File: config.mk
export PLATFORM = sky130hd
export DESIGN_NAME = crit_limit_bank
export DESIGN_NICKNAME = d
export VERILOG_FILES = /design/src/crit_pkg.sv /design/src/crit_chan_if.sv /design/src/crit_limit_bank.sv /design/src/crit_compare.sv
export SDC_FILE = /design/constraint.sdc
export NUM_CORES = 1
export LEC_CHECK = 0
export BUFFER_PORTS_ARGS = -buffer_cell sky130_fd_sc_hd__buf_2
export CAP_MARGIN = 0
export CORE_UTILIZATION = 56
export CTS_BUF_LIST = sky130_fd_sc_hd__clkbuf_4 sky130_fd_sc_hd__clkbuf_8 sky130_fd_sc_hd__clkbuf_16
export DETAILED_ROUTE_END_ITERATION = 6
export PLACE_DENSITY = 0.86
export SETUP_SLACK_MARGIN = 0.05
export SYNTH_ARGS = -nofsm -noshare
export SYNTH_HDL_FRONTEND = slang
export SYNTH_HIERARCHICAL = 1
export SYNTH_SLANG_ARGS = --single-unit
File: constraint.sdc
create_clock -name core_clk -period 6.61 [get_ports core_clk]
set_input_delay 0.661 -clock core_clk [delete_from_list [all_inputs] [get_ports core_clk]]
set_output_delay 0.661 -clock core_clk [all_outputs]
set_load 0.01 [all_outputs]
File: src/crit_pkg.sv
// Purpose: Shared constants for the critical limit and identification bank.
// Assumes: Register indices are word indices; byte address is four times.
// Notes:   Identification values are arbitrary and only name this build.
package crit_pkg;
    localparam logic [7:0] IDX_SENSE_LIMIT  = 8'h66;
    localparam logic [7:0] IDX_SOURCE_LIMIT = 8'h68;
    localparam logic [7:0] IDX_SENSE_HYST   = 8'h69;
    localparam logic [7:0] IDX_SOURCE_HYST  = 8'h6a;
    localparam logic [7:0] IDX_CRIT_STATUS  = 8'h70;
    localparam logic [7:0] IDX_CRIT_MASK    = 8'h71;
    localparam logic [7:0] IDX_FEATURES     = 8'hfc;
    localparam logic [7:0] IDX_PART_ID      = 8'hfd;
    localparam logic [7:0] IDX_MAKER_ID     = 8'hfe;
    localparam logic [7:0] IDX_REVISION     = 8'hff;

    localparam logic [7:0] RST_SENSE_LIMIT  = 8'h7f;
    localparam logic [7:0] RST_SOURCE_LIMIT = 8'hff;
    localparam logic [4:0] RST_SENSE_HYST   = 5'h0a;
    localparam logic [4:0] RST_SOURCE_HYST  = 5'h0a;
    localparam logic [7:0] RST_FEATURES     = 8'h00;
    localparam logic [1:0] RST_CRIT_STATUS  = 2'h0;
    localparam logic [1:0] RST_CRIT_MASK    = 2'h0;

    // Arbitrary identification values.
    localparam logic [7:0] PART_ID_VALUE    = 8'h5a;
    localparam logic [7:0] MAKER_ID_VALUE   = 8'h4c;
    localparam logic [7:0] REVISION_VALUE   = 8'h13;

    localparam int FEAT_TH_MSB   = 7;
    localparam int FEAT_TH_LSB   = 4;
    localparam int FEAT_DUR_MSB  = 3;
    localparam int FEAT_DUR_LSB  = 0;
    localparam int STAT_SENSE    = 0;
    localparam int STAT_SOURCE   = 1;
    localparam int MEAS_MSB      = 11;
    localparam int MEAS_TOP_LSB  = 4;
    localparam int HYST_WIDTH    = 5;

    typedef enum logic [0:0] {
        BUS_IDLE = 1'b0,
        BUS_ACK  = 1'b1
    } bus_state_e;
endpackage : crit_pkg

File: src/crit_chan_if.sv
// Purpose: Carries one measured quantity between the bank and a comparator.
// Assumes: One clock domain; update is a one-cycle pulse.
// Notes:   The bank drives the sample and settings, the comparator the state.
`timescale 1ns/1ps
interface crit_chan_if;
    logic       update;
    logic [7:0] sample;
    logic [7:0] limit;
    logic [4:0] hyst;
    logic       active;
    logic       crossed;

    modport bank (output update, sample, limit, hyst, input active, crossed);
    modport cmp  (input update, sample, limit, hyst, output active, crossed);
endinterface : crit_chan_if

File: src/crit_limit_bank.sv
// Purpose: Critical limit, hysteresis, status and identification registers.
// Assumes: Avalon-MM slave with waitrequest; strap pins steady at reset.
// Notes:   Every access takes two cycles; a read of status clears the bits it returned.
`timescale 1ns/1ps
module crit_limit_bank (
    input  wire logic        core_clk,             // 20 MHz clock
    input  wire logic        nrst,                 // Async reset, active low
    input  wire logic [9:0]  avs_address,          // Byte address
    input  wire logic        avs_read,             // Read request
    input  wire logic        avs_write,            // Write request
    input  wire logic [31:0] avs_writedata,        // Write data
    input  wire logic [3:0]  avs_byteenable,       // Byte enables
    output logic      [31:0] avs_readdata,         // Read data
    output logic             avs_waitrequest,      // Stall, high holds master
    output logic             irq,                  // Level interrupt
    input  wire logic [11:0] sense_voltage,        // Signed sense sample
    input  wire logic [11:0] source_voltage,       // Unsigned source sample
    input  wire logic        meas_update,          // New samples, one pulse
    input  wire logic [3:0]  peak_threshold_strap, // Threshold strap code
    input  wire logic [3:0]  peak_duration_strap,  // Duration strap code
    output logic             critical_alert_n,     // Critical alert, low
    output logic      [3:0]  peak_threshold_field, // Threshold default
    output logic      [3:0]  peak_duration_field   // Duration default
);
    crit_chan_if sense_ch ();
    crit_chan_if source_ch ();

    crit_pkg::bus_state_e bus_state_reg;
    crit_pkg::bus_state_e bus_state_next;
    logic        waitrequest_reg;
    logic        waitrequest_next;
    logic [31:0] readdata_reg;
    logic [31:0] readdata_next;

    logic [7:0]  sense_limit_reg;
    logic [7:0]  sense_limit_next;
    logic [7:0]  source_limit_reg;
    logic [7:0]  source_limit_next;
    logic [4:0]  sense_hyst_reg;
    logic [4:0]  sense_hyst_next;
    logic [4:0]  source_hyst_reg;
    logic [4:0]  source_hyst_next;
    logic [1:0]  status_reg;
    logic [1:0]  status_next;
    logic [1:0]  mask_reg;
    logic [1:0]  mask_next;
    logic        irq_reg;
    logic        irq_next;
    logic        alert_n_reg;
    logic        alert_n_next;

    logic [7:0]  features_reg;
    logic [7:0]  features_next;
    logic        captured_reg;
    logic        captured_next;

    logic [7:0]  index;
    logic        word_ok;
    logic        commit;
    logic        wr_lane0;
    logic [7:0]  wbyte;
    logic [7:0]  rbyte;
    logic [1:0]  events;
    logic [1:0]  clear_bits;

    assign sense_ch.update  = meas_update;
    assign source_ch.update = meas_update;
    assign sense_ch.sample  =
        sense_voltage[crit_pkg::MEAS_MSB:crit_pkg::MEAS_TOP_LSB];
    assign source_ch.sample =
        source_voltage[crit_pkg::MEAS_MSB:crit_pkg::MEAS_TOP_LSB];
    assign sense_ch.limit   = sense_limit_reg;
    assign source_ch.limit  = source_limit_reg;
    assign sense_ch.hyst    = sense_hyst_reg;
    assign source_ch.hyst   = source_hyst_reg;

    crit_compare #(
        .IS_SIGNED (1'b1)
    ) u_sense_cmp (
        .core_clk (core_clk),
        .nrst     (nrst),
        .ch       (sense_ch)
    );

    crit_compare #(
        .IS_SIGNED (1'b0)
    ) u_source_cmp (
        .core_clk (core_clk),
        .nrst     (nrst),
        .ch       (source_ch)
    );

    // Read decode; unmapped and reserved bits read as zero.
    always_comb begin
        index   = avs_address[9:2];
        word_ok = avs_address[1:0] == 2'h0;
        rbyte   = 8'h00;
        if (word_ok) begin
            case (index)
                crit_pkg::IDX_SENSE_LIMIT:  rbyte = sense_limit_reg;
                crit_pkg::IDX_SOURCE_LIMIT: rbyte = source_limit_reg;
                crit_pkg::IDX_SENSE_HYST:   rbyte = {3'h0, sense_hyst_reg};
                crit_pkg::IDX_SOURCE_HYST:  rbyte = {3'h0, source_hyst_reg};
                crit_pkg::IDX_CRIT_STATUS:  rbyte = {6'h00, status_reg};
                crit_pkg::IDX_CRIT_MASK:    rbyte = {6'h00, mask_reg};
                crit_pkg::IDX_FEATURES:     rbyte = features_reg;
                crit_pkg::IDX_PART_ID:
                    rbyte = crit_pkg::PART_ID_VALUE;
                crit_pkg::IDX_MAKER_ID:     rbyte = crit_pkg::MAKER_ID_VALUE;
                crit_pkg::IDX_REVISION:
                    rbyte = crit_pkg::REVISION_VALUE;
                default:                    rbyte = 8'h00;
            endcase
        end
    end

    // Bus handshake: one stall cycle, then one cycle with waitrequest low.
    always_comb begin
        bus_state_next   = bus_state_reg;
        waitrequest_next = 1'b1;
        readdata_next    = readdata_reg;
        case (bus_state_reg)
            crit_pkg::BUS_IDLE: begin
                if (avs_read || avs_write) begin
                    bus_state_next   = crit_pkg::BUS_ACK;
                    waitrequest_next = 1'b0;
                    readdata_next    = avs_read ? {24'h000000, rbyte}
                                                : 32'h00000000;
                end
            end
            crit_pkg::BUS_ACK: begin
                bus_state_next   = crit_pkg::BUS_IDLE;
                waitrequest_next = 1'b1;
            end
            default: begin
                bus_state_next   = crit_pkg::BUS_IDLE;
                waitrequest_next = 1'b1;
            end
        endcase
    end

    always_ff @(posedge core_clk or negedge nrst) begin
        if (!nrst) begin
            bus_state_reg   <= crit_pkg::BUS_IDLE;
            waitrequest_reg <= 1'b1;
            readdata_reg    <= 32'h00000000;
        end else begin
            bus_state_reg   <= bus_state_next;
            waitrequest_reg <= waitrequest_next;
            readdata_reg    <= readdata_next;
        end
    end

    // Register writes and the side effects of a completed access.
    always_comb begin
        commit   = bus_state_reg == crit_pkg::BUS_ACK;
        wr_lane0 = commit && avs_write && avs_byteenable[0] && word_ok;
        wbyte    = avs_writedata[7:0];
        sense_limit_next  = sense_limit_reg;
        source_limit_next = source_limit_reg;
        sense_hyst_next   = sense_hyst_reg;
        source_hyst_next  = source_hyst_reg;
        mask_next         = mask_reg;
        if (wr_lane0) begin
            case (index)
                crit_pkg::IDX_SENSE_LIMIT:  sense_limit_next  = wbyte;
                crit_pkg::IDX_SOURCE_LIMIT: source_limit_next = wbyte;
                crit_pkg::IDX_SENSE_HYST:
                    sense_hyst_next = wbyte[crit_pkg::HYST_WIDTH-1:0];
                crit_pkg::IDX_SOURCE_HYST:
                    source_hyst_next = wbyte[crit_pkg::HYST_WIDTH-1:0];
                crit_pkg::IDX_CRIT_MASK:    mask_next = wbyte[1:0];
                default:                    mask_next = mask_reg;
            endcase
        end
        events = {source_ch.crossed, sense_ch.crossed};
        // Only bits that the read returned are cleared, so a crossing that
        // lands during the access survives to the next read.
        clear_bits = (commit && avs_read && word_ok &&
                      index == crit_pkg::IDX_CRIT_STATUS)
                     ? readdata_reg[1:0] : 2'h0;
        status_next = (status_reg & ~clear_bits) | events;
        irq_next    = |(status_next & ~mask_next);
        alert_n_next = ~(sense_ch.active | source_ch.active);
    end

    always_ff @(posedge core_clk or negedge nrst) begin
        if (!nrst) begin
            sense_limit_reg  <= crit_pkg::RST_SENSE_LIMIT;
            source_limit_reg <= crit_pkg::RST_SOURCE_LIMIT;
            sense_hyst_reg   <= crit_pkg::RST_SENSE_HYST;
            source_hyst_reg  <= crit_pkg::RST_SOURCE_HYST;
            mask_reg         <= crit_pkg::RST_CRIT_MASK;
            status_reg       <= crit_pkg::RST_CRIT_STATUS;
            irq_reg          <= 1'b0;
            alert_n_reg      <= 1'b1;
        end else begin
            sense_limit_reg  <= sense_limit_next;
            source_limit_reg <= source_limit_next;
            sense_hyst_reg   <= sense_hyst_next;
            source_hyst_reg  <= source_hyst_next;
            mask_reg         <= mask_next;
            status_reg       <= status_next;
            irq_reg          <= irq_next;
            alert_n_reg      <= alert_n_next;
        end
    end

    // Straps are taken at the first edge after reset release; the reset
    // itself loads a constant so no port reaches an asynchronous load.
    always_comb begin
        features_next = features_reg;
        captured_next = 1'b1;
        if (!captured_reg) begin
            features_next[crit_pkg::FEAT_TH_MSB:crit_pkg::FEAT_TH_LSB] =
                peak_threshold_strap;
            features_next[crit_pkg::FEAT_DUR_MSB:crit_pkg::FEAT_DUR_LSB] =
                peak_duration_strap;
        end
    end

    always_ff @(posedge core_clk or negedge nrst) begin
        if (!nrst) begin
            features_reg <= crit_pkg::RST_FEATURES;
            captured_reg <= 1'b0;
        end else begin
            features_reg <= features_next;
            captured_reg <= captured_next;
        end
    end

    assign avs_readdata         = readdata_reg;
    assign avs_waitrequest      = waitrequest_reg;
    assign irq                  = irq_reg;
    assign critical_alert_n     = alert_n_reg;
    assign peak_threshold_field =
        features_reg[crit_pkg::FEAT_TH_MSB:crit_pkg::FEAT_TH_LSB];
    assign peak_duration_field  =
        features_reg[crit_pkg::FEAT_DUR_MSB:crit_pkg::FEAT_DUR_LSB];
endmodule : crit_limit_bank

File: src/crit_compare.sv
// Purpose: Critical limit comparator with hysteresis for one quantity.
// Assumes: Sample and limit share the sample's number format; hysteresis is unsigned.
// Notes:   IS_SIGNED selects two's complement compare for the sense channel.
`timescale 1ns/1ps
module crit_compare #(
    parameter bit IS_SIGNED = 1'b0
) (
    input wire logic core_clk, // 20 MHz clock
    input wire logic nrst,     // Asynchronous reset, active low
    crit_chan_if.cmp ch        // Channel to the register bank
);
    logic               active_reg;
    logic               active_next;
    logic               crossed_reg;
    logic               crossed_next;
    logic signed [9:0]  sample_ext;
    logic signed [9:0]  limit_ext;
    logic signed [9:0]  release_ext;
    logic               at_or_above;
    logic               below_release;

    // Ten bits hold limit minus the widest hysteresis without wrapping.
    always_comb begin
        sample_ext    = {{2{IS_SIGNED & ch.sample[7]}}, ch.sample};
        limit_ext     = {{2{IS_SIGNED & ch.limit[7]}}, ch.limit};
        release_ext   = limit_ext - $signed({5'h00, ch.hyst});
        at_or_above   = sample_ext >= limit_ext;
        below_release = sample_ext < release_ext;
        active_next   = active_reg;
        crossed_next  = 1'b0;
        if (ch.update) begin
            if (at_or_above) begin
                active_next  = 1'b1;
                crossed_next = 1'b1;
            end else if (below_release) begin
                active_next = 1'b0;
            end
        end
    end

    always_ff @(posedge core_clk or negedge nrst) begin
        if (!nrst) begin
            active_reg  <= 1'b0;
            crossed_reg <= 1'b0;
        end else begin
            active_reg  <= active_next;
            crossed_reg <= crossed_next;
        end
    end

    assign ch.active  = active_reg;
    assign ch.crossed = crossed_reg;
endmodule : crit_compare

After elaboration in Yosys (flattened, before gate mapping):

Cells that the tools add are included.

* $add $sub $neg: 2
* order comparisons: 4
* eq/ne operators: 10
* muxes and demuxes: 18
* bitwise logic cells: 8
* reduce and logical (&&, ||, !) cells: 18

Operators with widths (number)
* 8-bit case mux with 10 select lines: 1
* 8-bit by 7-bit == test with 1-bit output (second input constant): 6
* 8-bit == test (second input constant): 4
* 8-bit >= comparator: 2
* 8-bit two-way mux: 2
* 2-bit AND reduction: 7
* 9-bit by 10-bit < comparator with 1-bit output: 1
* 1-bit two-way mux: 10
* 8-bit by 9-bit < comparator with 1-bit output: 1
* 8-bit by 5-bit subtractor with 9-bit output: 1
* 8-bit by 6-bit subtractor with 9-bit output: 1
* 1-bit logical AND: 6
* 2-bit two-way mux: 3
* 2-bit AND: 2
* 2-bit NOT: 2
* 1-bit case mux with 2 select lines: 2
* 2-bit nonzero test: 2
* 2-bit logical NOT: 1
* 1-bit NOT: 2
* 2-bit OR: 1
* 2-bit OR reduction: 1
* 1-bit logical OR: 1
* 1-bit OR: 1

* register bits after elaboration: 79
* input bits: 83
* output and inout bits: 43
* word-level logic and storage cells: 77

Logic depth before layout (Yosys ltp):

Gate-level depths: netlist (run 1).

* depth in word-level cells: 9
* gate-level depth with buffers: 13
* gate-level depth less buffers: 13

Modules after synthesis:

Netlist (run 1), hierarchy kept.

Modules (own cells, without submodules)
* crit_limit_bank: instances 1, cells an instance 234, area each 2678.8 µm², seq. area each 1302.5 µm²
* crit_compare (u_sense_cmp): instances 1, cells an instance 93, area each 714.4 µm², seq. area each 50.0 µm²
* crit_compare (u_source_cmp): instances 1, cells an instance 79, area each 650.6 µm², seq. area each 50.0 µm²

Worst setup path after synthesis (run 1):

OpenSTA, ideal clock, no wires.

* path kind: reg-to-reg
* from: register source_hyst_reg[1], in the netlist source_ch.hyst[1]
* to: register u_source_cmp.active_reg, in the netlist u_source_cmp/ch.active
* library setup time: 0.126 ns
* arrival time: 2.413 ns
* data required time: 6.484 ns
* setup slack: 4.071 ns
* stages on the path, launching flop included: 12
* buffers on the path: 0
* period minus slack after synthesis: 2.539 ns
* cells stage by stage: dfstp_2 > inv_1 > fa_1 > a21o_1 > a21oi_2 > nor2b_1 > nor3_1 > xnor2_1 > ha_1 > a211oi_1 > o31ai_1 > a221o_1

* longest elaborated chain between the ends: 4

RTL lines
* from (decl): line crit_limit_bank.sv:41 `logic [4:0] source_hyst_reg;`
* from (signal assigned): line crit_limit_bank.sv:192 `source_hyst_reg <= crit_pkg::RST_SOURCE_HYST;`
* from (signal assigned): line crit_limit_bank.sv:201 `source_hyst_reg <= source_hyst_next;`
* 8-bit by 5-bit subtractor with 9-bit output: line crit_compare.sv:26 `release_ext = limit_ext - $signed({5'h00, ch.hyst});`
* 9-bit by 10-bit < comparator with 1-bit output: line crit_compare.sv:28 `below_release = sample_ext < release_ext;`
* 2-bit nonzero test (no line)
* 2-bit AND reduction (no line)
* to (signal assigned): line crit_compare.sv:46 `active_reg <= active_next;`
* to (decl): line crit_compare.sv:12 `logic active_reg;`

Every way passes these cells.
A chain may end at the register's enable or synchronous reset.

Worst setup path in the final report (run 1):

* from: register source_limit_reg[0], in the netlist source_ch.limit[0]
* to: register u_source_cmp.active_reg, in the netlist u_source_cmp/ch.active

* longest elaborated chain between the ends: 4
* elaborated cells on any way between the ends: 6
* classes of those cells: 1 x add/sub; 2 x order compare; 1 x mux; 2 x reduce/logical

RTL lines
* from (decl): line crit_limit_bank.sv:37 `logic [7:0] source_limit_reg;`
* from (signal assigned): line crit_limit_bank.sv:190 `source_limit_reg <= crit_pkg::RST_SOURCE_LIMIT;`
* from (signal assigned): line crit_limit_bank.sv:199 `source_limit_reg <= source_limit_next;`
* 8-bit by 5-bit subtractor with 9-bit output: line crit_compare.sv:26
* 9-bit by 10-bit < comparator with 1-bit output: line crit_compare.sv:28
* 2-bit nonzero test (no line)
* 2-bit AND reduction (no line)

Parallel ways exist; a longest one is shown, timed or not.

==> run summary, run 1 <==
The post-synthesis area per instance was 9.96 sq um. The part of the Yosys area used for sequential elements was 34.7%; the mapped cell area was 0.00404 sq mm. The clock share of power was 31.6%; the clock buffer count from CTS was 5.

The slack of the worst reg-to-reg path came out at 3.73 ns. The share of flip-flops with an asynchronous set or reset after synthesis is 100%. Final total negative setup slack: 0 ns. The internal power of the cells totals 497 uW. The number of global-route vias before repair is 3120, and the power per cell area is 150 mW/mm^2.

Number of register bits inferred by synthesis: 55. For the total of cells resized after clock tree synthesis, the log shows 0. The dominant register cell in the synthesized netlist is sky130_fd_sc_hd__dfrtp_1. Once detail routing completed, the nets flagged for antenna violations numbered 0. In this run the standard cell core region covers 0.00687 sq mm.

The tool flagged a number of max-cap violations equal to 0. Summed over all instances, the cell type with the most area after synthesis is sky130_fd_sc_hd__dfrtp_1. The max-slew violation total from the final report is 0. The type of the tightest min-delay check is reg2reg. Headroom to the max-slew limit came out at 52.5%. Clock-pin slew was measured on the worst setup and hold paths at 0.09 ns.

At the worst endpoint, the arrival time is 3.07 ns. Sorting the synthesized cells by area gives the leading types as sky130_fd_sc_hd__dfrtp_1, sky130_fd_sc_hd__dfstp_2, sky130_fd_sc_hd__ha_1. Setup violations remaining at the end of the flow were counted as 0. The initialized floorplan defines 30 standard-cell rows.

The global route total overflow was 0. The floorplan die height is 87.0 um. The worst path uses 43.6% of the clock period. The initial antenna violation count is 0. Combinational logic is responsible for 15.5% of the overall power.

In this run the worst path has a maximum fanout of 4. The cell type of the slowest stage on the worst timing path is sky130_fd_sc_hd__dfstp_2. In this run, the number of DRC markers left after iteration 0 of detailed routing was 328. The run gives 0.887 as the routability congestion estimate from global placement.

The kind of cell adding the most delay to the critical path is compound AO/OA/AOI/OAI gates. The worst-margin pin slew came out at 0.711 ns. The most frequently used cell type in the post-synthesis netlist was sky130_fd_sc_hd__inv_1.

The net count of the finished layout is 597. STA classifies the critical path endpoint as a flip-flop. At the worst endpoint, the required time is 6.80 ns. Initial core utilization: 58.9%. Setup repair after global routing left no endpoint under its margin.

The post-route minimum period was 2.88 ns; the layout-stage area growth over the synthesis result was 10.9%. The first global-routing pass estimated 14700 um of wire. After detailed routing, the number of vias per cell comes to 5.77. After detailed routing, the number of remaining DRC violations is 0. After technology mapping, the gate count stands at 406. The ratio of cells with drive above 1 in the final layout was 31.1%. The share of total power consumed by net switching was 26.1%; the number of H-tree levels was 2. Timing would allow up to 347 MHz. The tools report the pin count of the biggest net entering global routing as 56. Sequential cells account for 52.9% of the total power. Summed over all cells, the static leakage comes to 2.04 nW. Clock net sink count: 55. STA classifies the critical path startpoint as a flip-flop. The share of the synthesized area in the top cell type is 21.0%. The flow ran to the end, and the final reports show no timing, DRC or antenna violations. Summing all non-filler instances in the final layout gives an area of 0.00448 sq mm. VDD sags by at most 0.0725 mV. Summed over all nets, the half-perimeter wirelength after detailed placement is 7160 um.

Sum of routed wire length over all layers: 8990 um. Once the clock tree was built, the setup fixing pass inserted 0 buffers. The overall fraction of global-route tracks in use was 25.2%; the count of different cell masters after synthesis was 70. For this run, the number of Yosys warnings is 6. The placed instances occupy a cell area of 0.00437 sq mm. Chip width: 87.0 um. The power spent charging and discharging nets is 176 uW. The master cell of the clock root buffer was sky130_fd_sc_hd__clkbuf_8.

Dividing the detail-routed wire length by the instance count gives 15.8 um. During placement, the flow inserted port buffers numbering 66. The logs give 0.30 ns for the clock latency on the worst-skew pair and 126 for the I/O pin total. The first TritonRoute pass finished after 6 iterations. Sorting the synthesized cells by how often they occur yields sky130_fd_sc_hd__inv_1, sky130_fd_sc_hd__ha_1, sky130_fd_sc_hd__mux2_2. The synthesized design contains 0 enable-type register cells. Across the routed clock network, the largest skew measured is 0.00882 ns. The category of the critical setup timing path is reg2reg. The logs give 0 for the final hold violation count and 0 for the number of antenna diodes.

The floorplan step defined a die boundary enclosing 0.00756 sq mm. TritonCTS built the clock tree. The final route contains 3278 vias. The number of hold buffers added after cts is 0, and the number of buffers and inverters on the critical path is 2. For the maximum buffer depth of the clock tree, the log shows 2. On the worst path, the slowest cell contributes a delay of 0.41 ns. Walking the worst path, the cells encountered are inv_1 -> ha_1 -> inv_1 -> fa_1 -> a21o_1 -> a21oi_2 -> nor2b_1 -> nor3_1 -> xnor2_1 -> ha_1 -> a211oi_1 -> o31ai_1 -> a221o_1.
## per-stage QoR
step	total power, mW	worst slack [ns]	cells	util [%]	hold WS (ns)
floorplan	0.430	4.07	429	-	0.362
global placement	0.460	3.93	560	63.6	0.379
detailed placement	0.465	3.76	560	63.6	0.395
CTS	0.676	3.74	568	65.3	0.401
global route	0.703	3.56	568	65.3	0.417
finish	0.672	3.73	568	65.3	0.402
## power by group through the flow
stage	Combinational [mW]	Sequential [mW]	Clock [mW]
finish	0.104	0.355	0.213
global route	0.117	0.357	0.229
CTS	0.104	0.355	0.216
detailed placement	0.103	0.362	0
global placement	0.0987	0.361	0
floorplan	0.0680	0.362	0
## worst reg2reg max path, cell delays in order, from the launching register on
cell and delay, ns:
sky130_fd_sc_hd__dfstp_2 0.41, sky130_fd_sc_hd__inv_1 0.07, sky130_fd_sc_hd__ha_1 0.17, sky130_fd_sc_hd__inv_1 0.06, sky130_fd_sc_hd__fa_1 0.40, sky130_fd_sc_hd__a21o_1 0.19, sky130_fd_sc_hd__a21oi_2 0.17, sky130_fd_sc_hd__nor2b_1 0.08
sky130_fd_sc_hd__nor3_1 0.20, sky130_fd_sc_hd__xnor2_1 0.12, sky130_fd_sc_hd__ha_1 0.20, sky130_fd_sc_hd__a211oi_1 0.21, sky130_fd_sc_hd__o31ai_1 0.12, sky130_fd_sc_hd__a221o_1 0.36
## per-layer routing
metal,vias to the layer above,GRT usage (%),wire (um)
met5,-,0,0
met4,0,8.03,228
met3,27,3.51,537
met2,149,44.0,4440
met1,1568,32.1,3780
li1,1534,-,-
## path summary, 6_finish.rpt
check	startpoint	endpoint	depth (start not counted)
max	source_ch.limit[0]	u_source_cmp/ch.active	13
min	u_sense_cmp/ch.active	critical_alert_n	1
max reg2reg	source_ch.limit[0]	u_source_cmp/ch.active	13
min reg2reg	u_sense_cmp/ch.active	critical_alert_n	1
max in group asynchronous	nrst	sense_ch.hyst[4]	2
min in group asynchronous	nrst	avs_readdata[6]	2
## layout make-up
cell class              count  area [sq um]
well taps                  96           120
inverters                  42           158
fillers                   561          2380
repair buffers             67           338
clock inverters             1          5.00
flip-flops and latches     55          1400
multi-input cells         300          2350
clock buffers               7           108
## cells by family (layout without fill, tap and decap cells)
kind of cell | count (synthesis) | in the layout | share of synthesized area (%)
other cells | 2 | 25 | 0.186
xor+xnor | 10 | 10 | 2.17
simple gates | 93 | 93 | 13.4
flops | 55 | 55 | 34.7
buf+inv | 74 | 117 | 9.25
compound gates | 90 | 90 | 15.9
mux | 39 | 39 | 10.7
fa+ha+maj | 43 | 43 | 13.7
## layout by cell type (no fill, tap or decap), drive strengths merged, types with 2 or more instances in the layout
cell type	count
buf	67
a211oi	4
a21o	3
nand2	26
a22o	7
and3	3
inv	42
and4	3
xor2	2
o221ai	4
clkbuf	7
nor3	9
ha	41
mux2	35
nand2b	2
nor4	2
conb	25
nor2b	7
o21a	3
nor2	13
mux2i	4
xnor2	8
fa	2
a21oi	27
o2bb2ai	2
o21bai	2
dfrtp	34
o311ai	3
dfstp	21
and2	7
o21ai	15
nand4	4
nand3	8
o22a	2
o31ai	2
o22ai	4
nor3b	3
Note: power is estimated with default switching activity, not from simulation.
==> run 2, diff against run 1 <==
CORE_UTILIZATION = 52   (was 56)
PLACE_DENSITY = 0.81   (was 0.86)
clock period = 3 ns   (was 6.61 ns; I/O delays follow)
==> run summary, run 2 (synthesized netlist as in run 1, its figures left out) <==
The run finished with clean final reports. The clock share of power is 33.1% (+1.5 points). The logs give 61.1% (-4.2 points) for the final core utilization and 0.00737 sq mm (+7.3%) for the core area. The type of the tightest min-delay check is in2async.

The top cell types in the final layout, fill and taps aside, are sky130_fd_sc_hd__buf_2, sky130_fd_sc_hd__inv_1, sky130_fd_sc_hd__ha_1. The maximum buffer depth of the clock tree came out at 2 (unchanged). The tree is rooted in a sky130_fd_sc_hd__clkbuf_8. TritonCTS built the clock tree. The largest vdd supply drop was 0.229 mV (+220%).

The leakage power summed over all cells is 2.05 nW (+0.14%), and the overall fraction of global-route tracks in use is 22.6% (-2.6 points). Average via count per standard cell: 5.65 (-2.0%). The logs give 5 (unchanged) for the clock buffer count from CTS and 3910 um (+3.3%) for the met1 routed wirelength after detailed routing. I/O pin total: 126 (unchanged). The tools report the number of fill cells in the layout as 632 (+13%).

The highest metal layer carrying signal wires in the routed design is met4. The max-slew violation total from the final report is 0 (unchanged), and the worst-margin pin slew is 1.06 ns (+0.352 ns). The tools report the post-CTS setup buffer count as 0 (unchanged). Setup repair after global routing left no endpoint under its margin.

The clock latency on the worst-skew pair was 0.30 ns (about the same). The largest driver fanout on the critical path works out to 4 (unchanged). The worst endpoint required time is 3.20 ns (-3.60 ns), and the total placed cells including tap cells is 563 (+0.54%). The run gives 51.8% (-1.1 points) as the sequential power share. The detailed placer's ending HPWL was 7060 um (-1.4%). The total of cells resized after clock tree synthesis was 0 (unchanged). The tools report the count of maximum capacitance violations as 0 (unchanged). The number of routed nets with antenna violations was 0 (unchanged). The count of input and output buffers is 66 (unchanged), and the number of antenna diodes is 0 (unchanged). For the power spent charging and discharging nets, the log shows 386 uW (+120%). For the global route total overflow, the log shows 0 (unchanged).

The global-route wire length before repair came out at 14800 um (+0.47%). The arrival time at the worst endpoint came out at 2.95 ns (-0.12 ns). The run gives 51 (-8.9%) as the pin count of the biggest net entering global routing.

For the number of vias in the routed layout, the log shows 3229 (-1.5%). Combinational group share of total power: 15.1% (-0.4 points). The power per cell area was 336 mW/mm^2 (+120%). The worst setup path is of the reg2reg kind. Ratio of cells with drive above 1 in the final layout: 31.6% (+0.42 points). The final hold violation count is 0 (unchanged). For the number of H-tree levels, the log shows 2 (unchanged). The met3 wire length was 492 um (-8.4%).

The share of total power consumed by net switching is 25.5% (-0.64 points). Met2 wirelength from detailed routing: 4240 um (-4.6%). The run gives 0.00236 sq mm (+0.43%) as the area occupied by multi-input gates. The clock skew is 0.00546 ns (-0.00336 ns), and the count of TritonRoute iterations in the first routing pass is 5 (-1). The initial antenna violation count was 0 (unchanged); the relative max-transition margin was 29.1% (-23 points).

The detailed-route wire length per cell is 15.5 um (-2.3%), and the chip width is 90.2 um (+3.7%). The run gives 55 (unchanged) as the clock net sink count. The first-iteration detailed-routing DRC count came out at 232 (-29%). The logs give 571 (+0.53%) for the number of standard cells in the final layout excluding fillers and 54.9% (-4.0 points) for the initial core utilization. STA classifies the critical path startpoint as a flip-flop.

The sum of routed wire length over all layers was 8830 um (-1.8%); the layout-stage area growth over the synthesis result was 11.4%. The number of hold buffers added after cts was 0 (unchanged); the routability congestion estimate from global placement was 0.900 (+1.4%). The post-route worst hold slack is 0.185 ns (-0.217 ns), and the number of global-route vias before repair is 3050 (-2.2%). The final total negative setup slack was 0 ns (unchanged); the final worst-path cycle share was 91.8% (+48 points). Leaving out fill and tap cells, the most frequent cell in the layout is sky130_fd_sc_hd__buf_2. The net count reported at finish is 597 (unchanged), and the floorplan die height is 90.2 um (+3.7%). The total DRC errors in the routed layout was 0 (unchanged); the placement row count was 31 (+3.3%).

For the upper clock frequency limit, the log shows 363 MHz (+4.6%). The number of setup violations in the final report was 0 (unchanged); the post-route minimum period was 2.75 ns (-0.126 ns). The overall die area was 0.00813 sq mm (+7.5%); the sequential cell area was 0.00140 sq mm (unchanged). The run gives 1.13 mW (+130%) as the internal power component. STA classifies the critical path endpoint as a flip-flop. The post-CTS clock slew at the launch and capture registers of the worst setup and hold paths is 0.09 ns (about the same).
-- run 2: changes by cell type in the layout (fill, tap and decap cells not counted) --
cell and delta:
sky130_fd_sc_hd__nor3_2 +2, sky130_fd_sc_hd__nor3_1 -2, sky130_fd_sc_hd__o21ai_1 +1, sky130_fd_sc_hd__bufinv_16 +1, sky130_fd_sc_hd__o21ai_0 -1, sky130_fd_sc_hd__clkbuf_16 -1
-- run 2: layout make-up --
type	count	share of cell area (%)
Tap cell	99	2.75
Multi-Input combinational cell	300	52.5
Timing Repair Buffer	67	7.50
Clock inverter	2	0.778
Clock buffer	6	1.83
Sequential cell	55	31.1
Inverter	42	3.50
-- run 2: path summary, 6_finish.rpt --
kind / cells past startpoint / to / startpoint / slack, ns
max in group asynchronous: 2 / source_ch.limit[0] / nrst / 2.04
worst min-delay path: 1 / avs_readdata[2] / nrst / 0.18
worst max register to register: 13 / u_source_cmp/ch.active / source_ch.limit[0] / 0.25
min in group core_clk: 2 / features_reg[3] / peak_duration_strap[3] / 0.22
worst max-delay path: 13 / u_source_cmp/ch.active / source_ch.limit[0] / 0.25
worst min register to register: 1 / critical_alert_n / u_sense_cmp/ch.active / 0.39
-- run 2: critical path: stages (launching register included) --
cell	delay, ns
sky130_fd_sc_hd__dfstp_2	0.41
sky130_fd_sc_hd__inv_1	0.06
sky130_fd_sc_hd__ha_1	0.15
sky130_fd_sc_hd__inv_1	0.05
sky130_fd_sc_hd__fa_1	0.40
sky130_fd_sc_hd__a21o_1	0.20
sky130_fd_sc_hd__a21oi_2	0.18
sky130_fd_sc_hd__nor2b_1	0.09
sky130_fd_sc_hd__nor3_2	0.12
sky130_fd_sc_hd__xnor2_1	0.10
sky130_fd_sc_hd__ha_1	0.18
sky130_fd_sc_hd__a211oi_1	0.23
sky130_fd_sc_hd__o31ai_1	0.12
sky130_fd_sc_hd__a221o_1	0.35
-- run 2: per-layer routing --
| layer | vias up | global-route usage [%] |
|---|---|---|
| met4 | 0 | 6.72 |
| met2 | 132 | 38.1 |
| met1 | 1539 | 30.2 |
| met3 | 18 | 2.88 |
| li1 | 1540 | - |
| met5 | - | 0 |
-- run 2: power by group through the flow --
stage          sequential, mW  combinational [mW]  clock (mW)
2_1_floorplan           0.797               0.150           0
3_3_place_gp            0.796               0.218           0
3_5_place_dp            0.797               0.226           0
4_1_cts                 0.784               0.228       0.506
5_1_grt                 0.787               0.257       0.538
6_report                0.784               0.229       0.501
-- run 2: stage by stage --
stage | setup WS [ns] | power, mW | area [sq um]
3_5_place_dp | 0.212 | 1.02 | 4380
2_1_floorplan | 0.461 | 0.947 | 4130
6_report | 0.247 | 1.51 | 4500
5_1_grt | 0.0696 | 1.58 | 4500
4_1_cts | 0.195 | 1.52 | 4490
3_3_place_gp | 0.321 | 1.01 | 4380
==> run 3, diff against run 2 <==
CORE_UTILIZATION = 51   (was 52)
RECOVER_POWER = 100   (was unset)
SYNTH_HIERARCHICAL = unset   (was 1)
==> run summary, run 3 <==
The tools report the startpoint class of the critical path as a flip-flop. For the leakage power summed over all cells, the log shows 2.09 nW (+1.9%). The part of the Yosys area used for sequential elements was 37.0% (+2.3 points); the relative max-transition margin was -64.2% (-93 points). The run gives 0.31 ns (about the same) as the clock latency on the worst-skew pair. For the number of vias in the routed layout, the log shows 3325 (+3.0%).

The count of flip-flops with a built-in enable after synthesis is 0 (unchanged). Number of H-tree levels: 2 (unchanged). The upper clock frequency limit is 348 MHz (-4.1%). The final core utilization was 60.6% (-0.47 points). The chip width was 88.2 um (-2.2%). The pin count of the biggest net entering global routing was 48 (-5.9%).

The worst setup slack after layout is 0.130 ns (-0.117 ns). In the synthesized netlist the dominant register cell turns out to be sky130_fd_sc_hd__dfrtp_1. The core area was 0.00721 sq mm (-2.1%). Worst endpoint required time: 3.19 ns (about the same). The run gives 48 (+48) as the max-slew violation total from the final report. The tools report the number of global-route vias before repair as 3102 (+1.7%). For the arrival time at the worst endpoint, the log shows 3.06 ns (+0.11 ns). Mapped cell area: 0.00379 sq mm (-6.2%). The net count reported at finish came out at 613 (+2.7%).

The routability congestion estimate from global placement came out at 0.884 (-1.8%). Count of input and output buffers: 66 (unchanged). For the final hold violation count, the log shows 0 (unchanged). The number of hold buffers added after cts came out at 0 (unchanged). The checks that failed: capacitance limit, slew limit.

The floorplan die height works out to 88.2 um (-2.2%). The power per cell area came out at 329 mW/mm^2 (-2.0%). The average via count per standard cell is 5.66 (+0.17%), and the post-route worst hold slack is 0.215 ns (+0.0301 ns). The ratio of cells with drive above 1 in the final layout came out at 25.2% (-6.4 points). The number of antenna diodes was 0 (unchanged).

The number of routed nets with antenna violations is 0 (unchanged), and the number of setup violations in the final report is 0 (unchanged). The post-CTS clock slew at the launch and capture registers of the worst setup and hold paths came out at 0.10 ns (about the same). Leaving out fill and tap cells, the most frequent cells in the layout are sky130_fd_sc_hd__buf_2, sky130_fd_sc_hd__nand2_1, sky130_fd_sc_hd__ha_1.

The placement-stage worst setup slack is -0.116 ns (-0.328 ns), and the final worst-path cycle share is 95.7% (+3.9 points). The maximum buffer depth of the clock tree was 2 (unchanged); the largest driver fanout on the critical path was 3 (-1). The largest vdd supply drop came out at 0.175 mV (-24%).

The path class of the tightest hold or removal check is in2reg. The post-synthesis area per instance is 9.43 sq um (-5.3%). Overall fraction of global-route tracks in use: 24.1% (+1.6 points). For the sum of routed wire length over all layers, the log shows 9230 um (+4.6%).

Post-route minimum period: 2.87 ns (+0.117 ns). The share of flip-flops with an asynchronous set or reset after synthesis was 100% (unchanged); the overall die area was 0.00778 sq mm (-4.3%). The detailed-route wire length per cell was 15.7 um (+1.7%); the initial antenna violation count was 0 (unchanged).

The synthesized design spends more area on one cell type than any other, namely sky130_fd_sc_hd__dfrtp_1. For the first-iteration detailed-routing DRC count, the log shows 243 (+4.7%). The synthesized instance count is 402 (-0.99%), and the number of fill cells in the layout is 661 (+4.6%).

The clock skew came out at 0.00906 ns (+0.00360 ns). After synthesis, the most frequently instantiated cells are sky130_fd_sc_hd__nand2_1, sky130_fd_sc_hd__ha_1, sky130_fd_sc_hd__inv_1. The count of TritonRoute iterations in the first routing pass was 5 (unchanged); the share of the synthesized area in the top cell type was 22.4% (+1.4 points). The power consumption was 1.44 mW (-4.8%); the layout-stage area growth over the synthesis result was 15.4%. For the detailed placer's ending HPWL, the log shows 7220 um (+2.3%).

TritonCTS built the clock tree. The clock net sink count was 55 (unchanged). The total DRC errors in the routed layout is 0 (unchanged), and the number of register bits inferred by synthesis is 55 (unchanged).

The count of maximum capacitance violations was 1 (+1). Most frequently used cell type in the post-synthesis netlist: sky130_fd_sc_hd__nand2_1. The initial core utilization is 52.5% (-2.3 points). The tools report the global-route wire length before repair as 14500 um (-1.9%). The tools report the global route total overflow as 0 (unchanged).

Master cell of the clock root buffer: sky130_fd_sc_hd__clkbuf_8. The flow ran to the end, but the final reports show violations. The worst setup path is captured at a flip-flop. The count of different cell masters after synthesis is 58 (-17%). After synthesis, the cell types taking the most area are sky130_fd_sc_hd__dfrtp_1, sky130_fd_sc_hd__dfstp_2, sky130_fd_sc_hd__ha_1. The tools report the clock buffer count from CTS as 5 (unchanged). Category of the critical setup timing path: reg2reg. The tools report the placement row count as 31 (unchanged). The total cell area at the placement stage is 0.00422 sq mm (-3.6%). The post-route cell area was 0.00437 sq mm (-2.9%). The library cell used most frequently in the layout, excluding fill and tap cells, is sky130_fd_sc_hd__buf_2. The I/O pin total was 126 (unchanged); the worst-margin pin slew was 2.46 ns (+1.40 ns).

Total number of yosys warnings: 0 (-6). Setup repair after global routing could not meet its margin everywhere.
## run 3: cell types whose count changed after synthesis, moves of 4 or more
cell / previous run / this run
sky130_fd_sc_hd__a22o_1: 7 / 0
sky130_fd_sc_hd__a32o_1: 0 / 5
sky130_fd_sc_hd__nand2_1: 25 / 44
sky130_fd_sc_hd__inv_1: 42 / 37
sky130_fd_sc_hd__o21ai_0: 8 / 35
sky130_fd_sc_hd__a221oi_1: 0 / 4
sky130_fd_sc_hd__mux2_2: 35 / 12
sky130_fd_sc_hd__a21oi_1: 25 / 19
## run 3: final cells by class
type	count	area [sq um]	area share, %
Timing Repair Buffer	84	432	9.87
Inverter	37	139	3.18
Sequential cell	55	1400	32.1
Clock buffer	6	76.3	1.74
Multi-Input combinational cell	304	2190	50.0
Tap cell	99	124	2.83
Clock inverter	2	12.5	0.286
## run 3: cells by family after synthesis
| logic type | synth area share [%] |
|---|---|
| multiplexers | 4.09 |
| AO/OA/AOI/OAI | 17.9 |
| other | 0.198 |
| adder cells (fa/ha/maj) | 14.6 |
| flip-flops | 37.0 |
| buffers and inverters | 9.04 |
| XOR/XNOR | 2.77 |
| AND/OR/NAND/NOR | 14.5 |
## run 3: metrics by stage
step           std cells  setup TNS (ns)
3_3_place_gp         573         -0.0384
5_1_grt              587               0
2_1_floorplan        425               0
3_5_place_dp         573          -0.226
6_report             587               0
4_1_cts              584               0
## run 3: final timing paths
| path | start | endpoint | slack (ns) | cells past startpoint |
|---|---|---|---|---|
| worst max-delay path | source_ch.limit[1] | u_source_cmp.ch.active | 0.13 | 12 |
| min in group asynchronous | nrst | irq | 0.73 | 1 |
| max in group asynchronous | nrst | source_ch.hyst[4] | 0.86 | 1 |
| worst max register to register | source_ch.limit[1] | u_source_cmp.ch.active | 0.13 | 12 |
| worst min register to register | u_source_cmp.ch.active | critical_alert_n | 0.43 | 1 |
| worst min-delay path | avs_writedata[6] | sense_ch.limit[6] | 0.21 | 3 |
## run 3: metal layers
layer / wire length (um) / global-route usage, % / vias up
li1: - / - / 1551
met3: 543 / 3.08 / 26
met2: 4630 / 40.8 / 140
met1: 3820 / 32.3 / 1608
met5: 0 / 0 / -
met4: 230 / 7.62 / 0
## run 3: report_power, final
group	switching [mW]	total, mW	leakage [nW]	internal, mW
registers	0.0214	0.793	0.630	0.771
clock network	0.236	0.409	0.0446	0.173
logic	0.139	0.239	1.41	0.0998
total	0.397	1.44	2.09	1.04
## run 3: worst max-delay path, cell delays in order, from the launching register on
cell and delay (ns):
sky130_fd_sc_hd__dfstp_2 0.62, sky130_fd_sc_hd__ha_4 0.21, sky130_fd_sc_hd__nor2b_2 0.15, sky130_fd_sc_hd__o21ai_2 0.19
sky130_fd_sc_hd__a21oi_2 0.10, sky130_fd_sc_hd__a211oi_2 0.23, sky130_fd_sc_hd__xnor2_1 0.11, sky130_fd_sc_hd__ha_1 0.33
sky130_fd_sc_hd__nand3_2 0.07, sky130_fd_sc_hd__a21oi_1 0.04, sky130_fd_sc_hd__a211o_1 0.25, sky130_fd_sc_hd__a21o_1 0.16
sky130_fd_sc_hd__a311o_1 0.30
## run 3: what timing repair did
| action | CTS | global route |
|---|---|---|
| setup endpoints to repair | 2 | 2 |
| gates resized for setup | 14 | 11 |
| setup buffers | 3 | 3 |
| pin swaps | 7 | 26 |
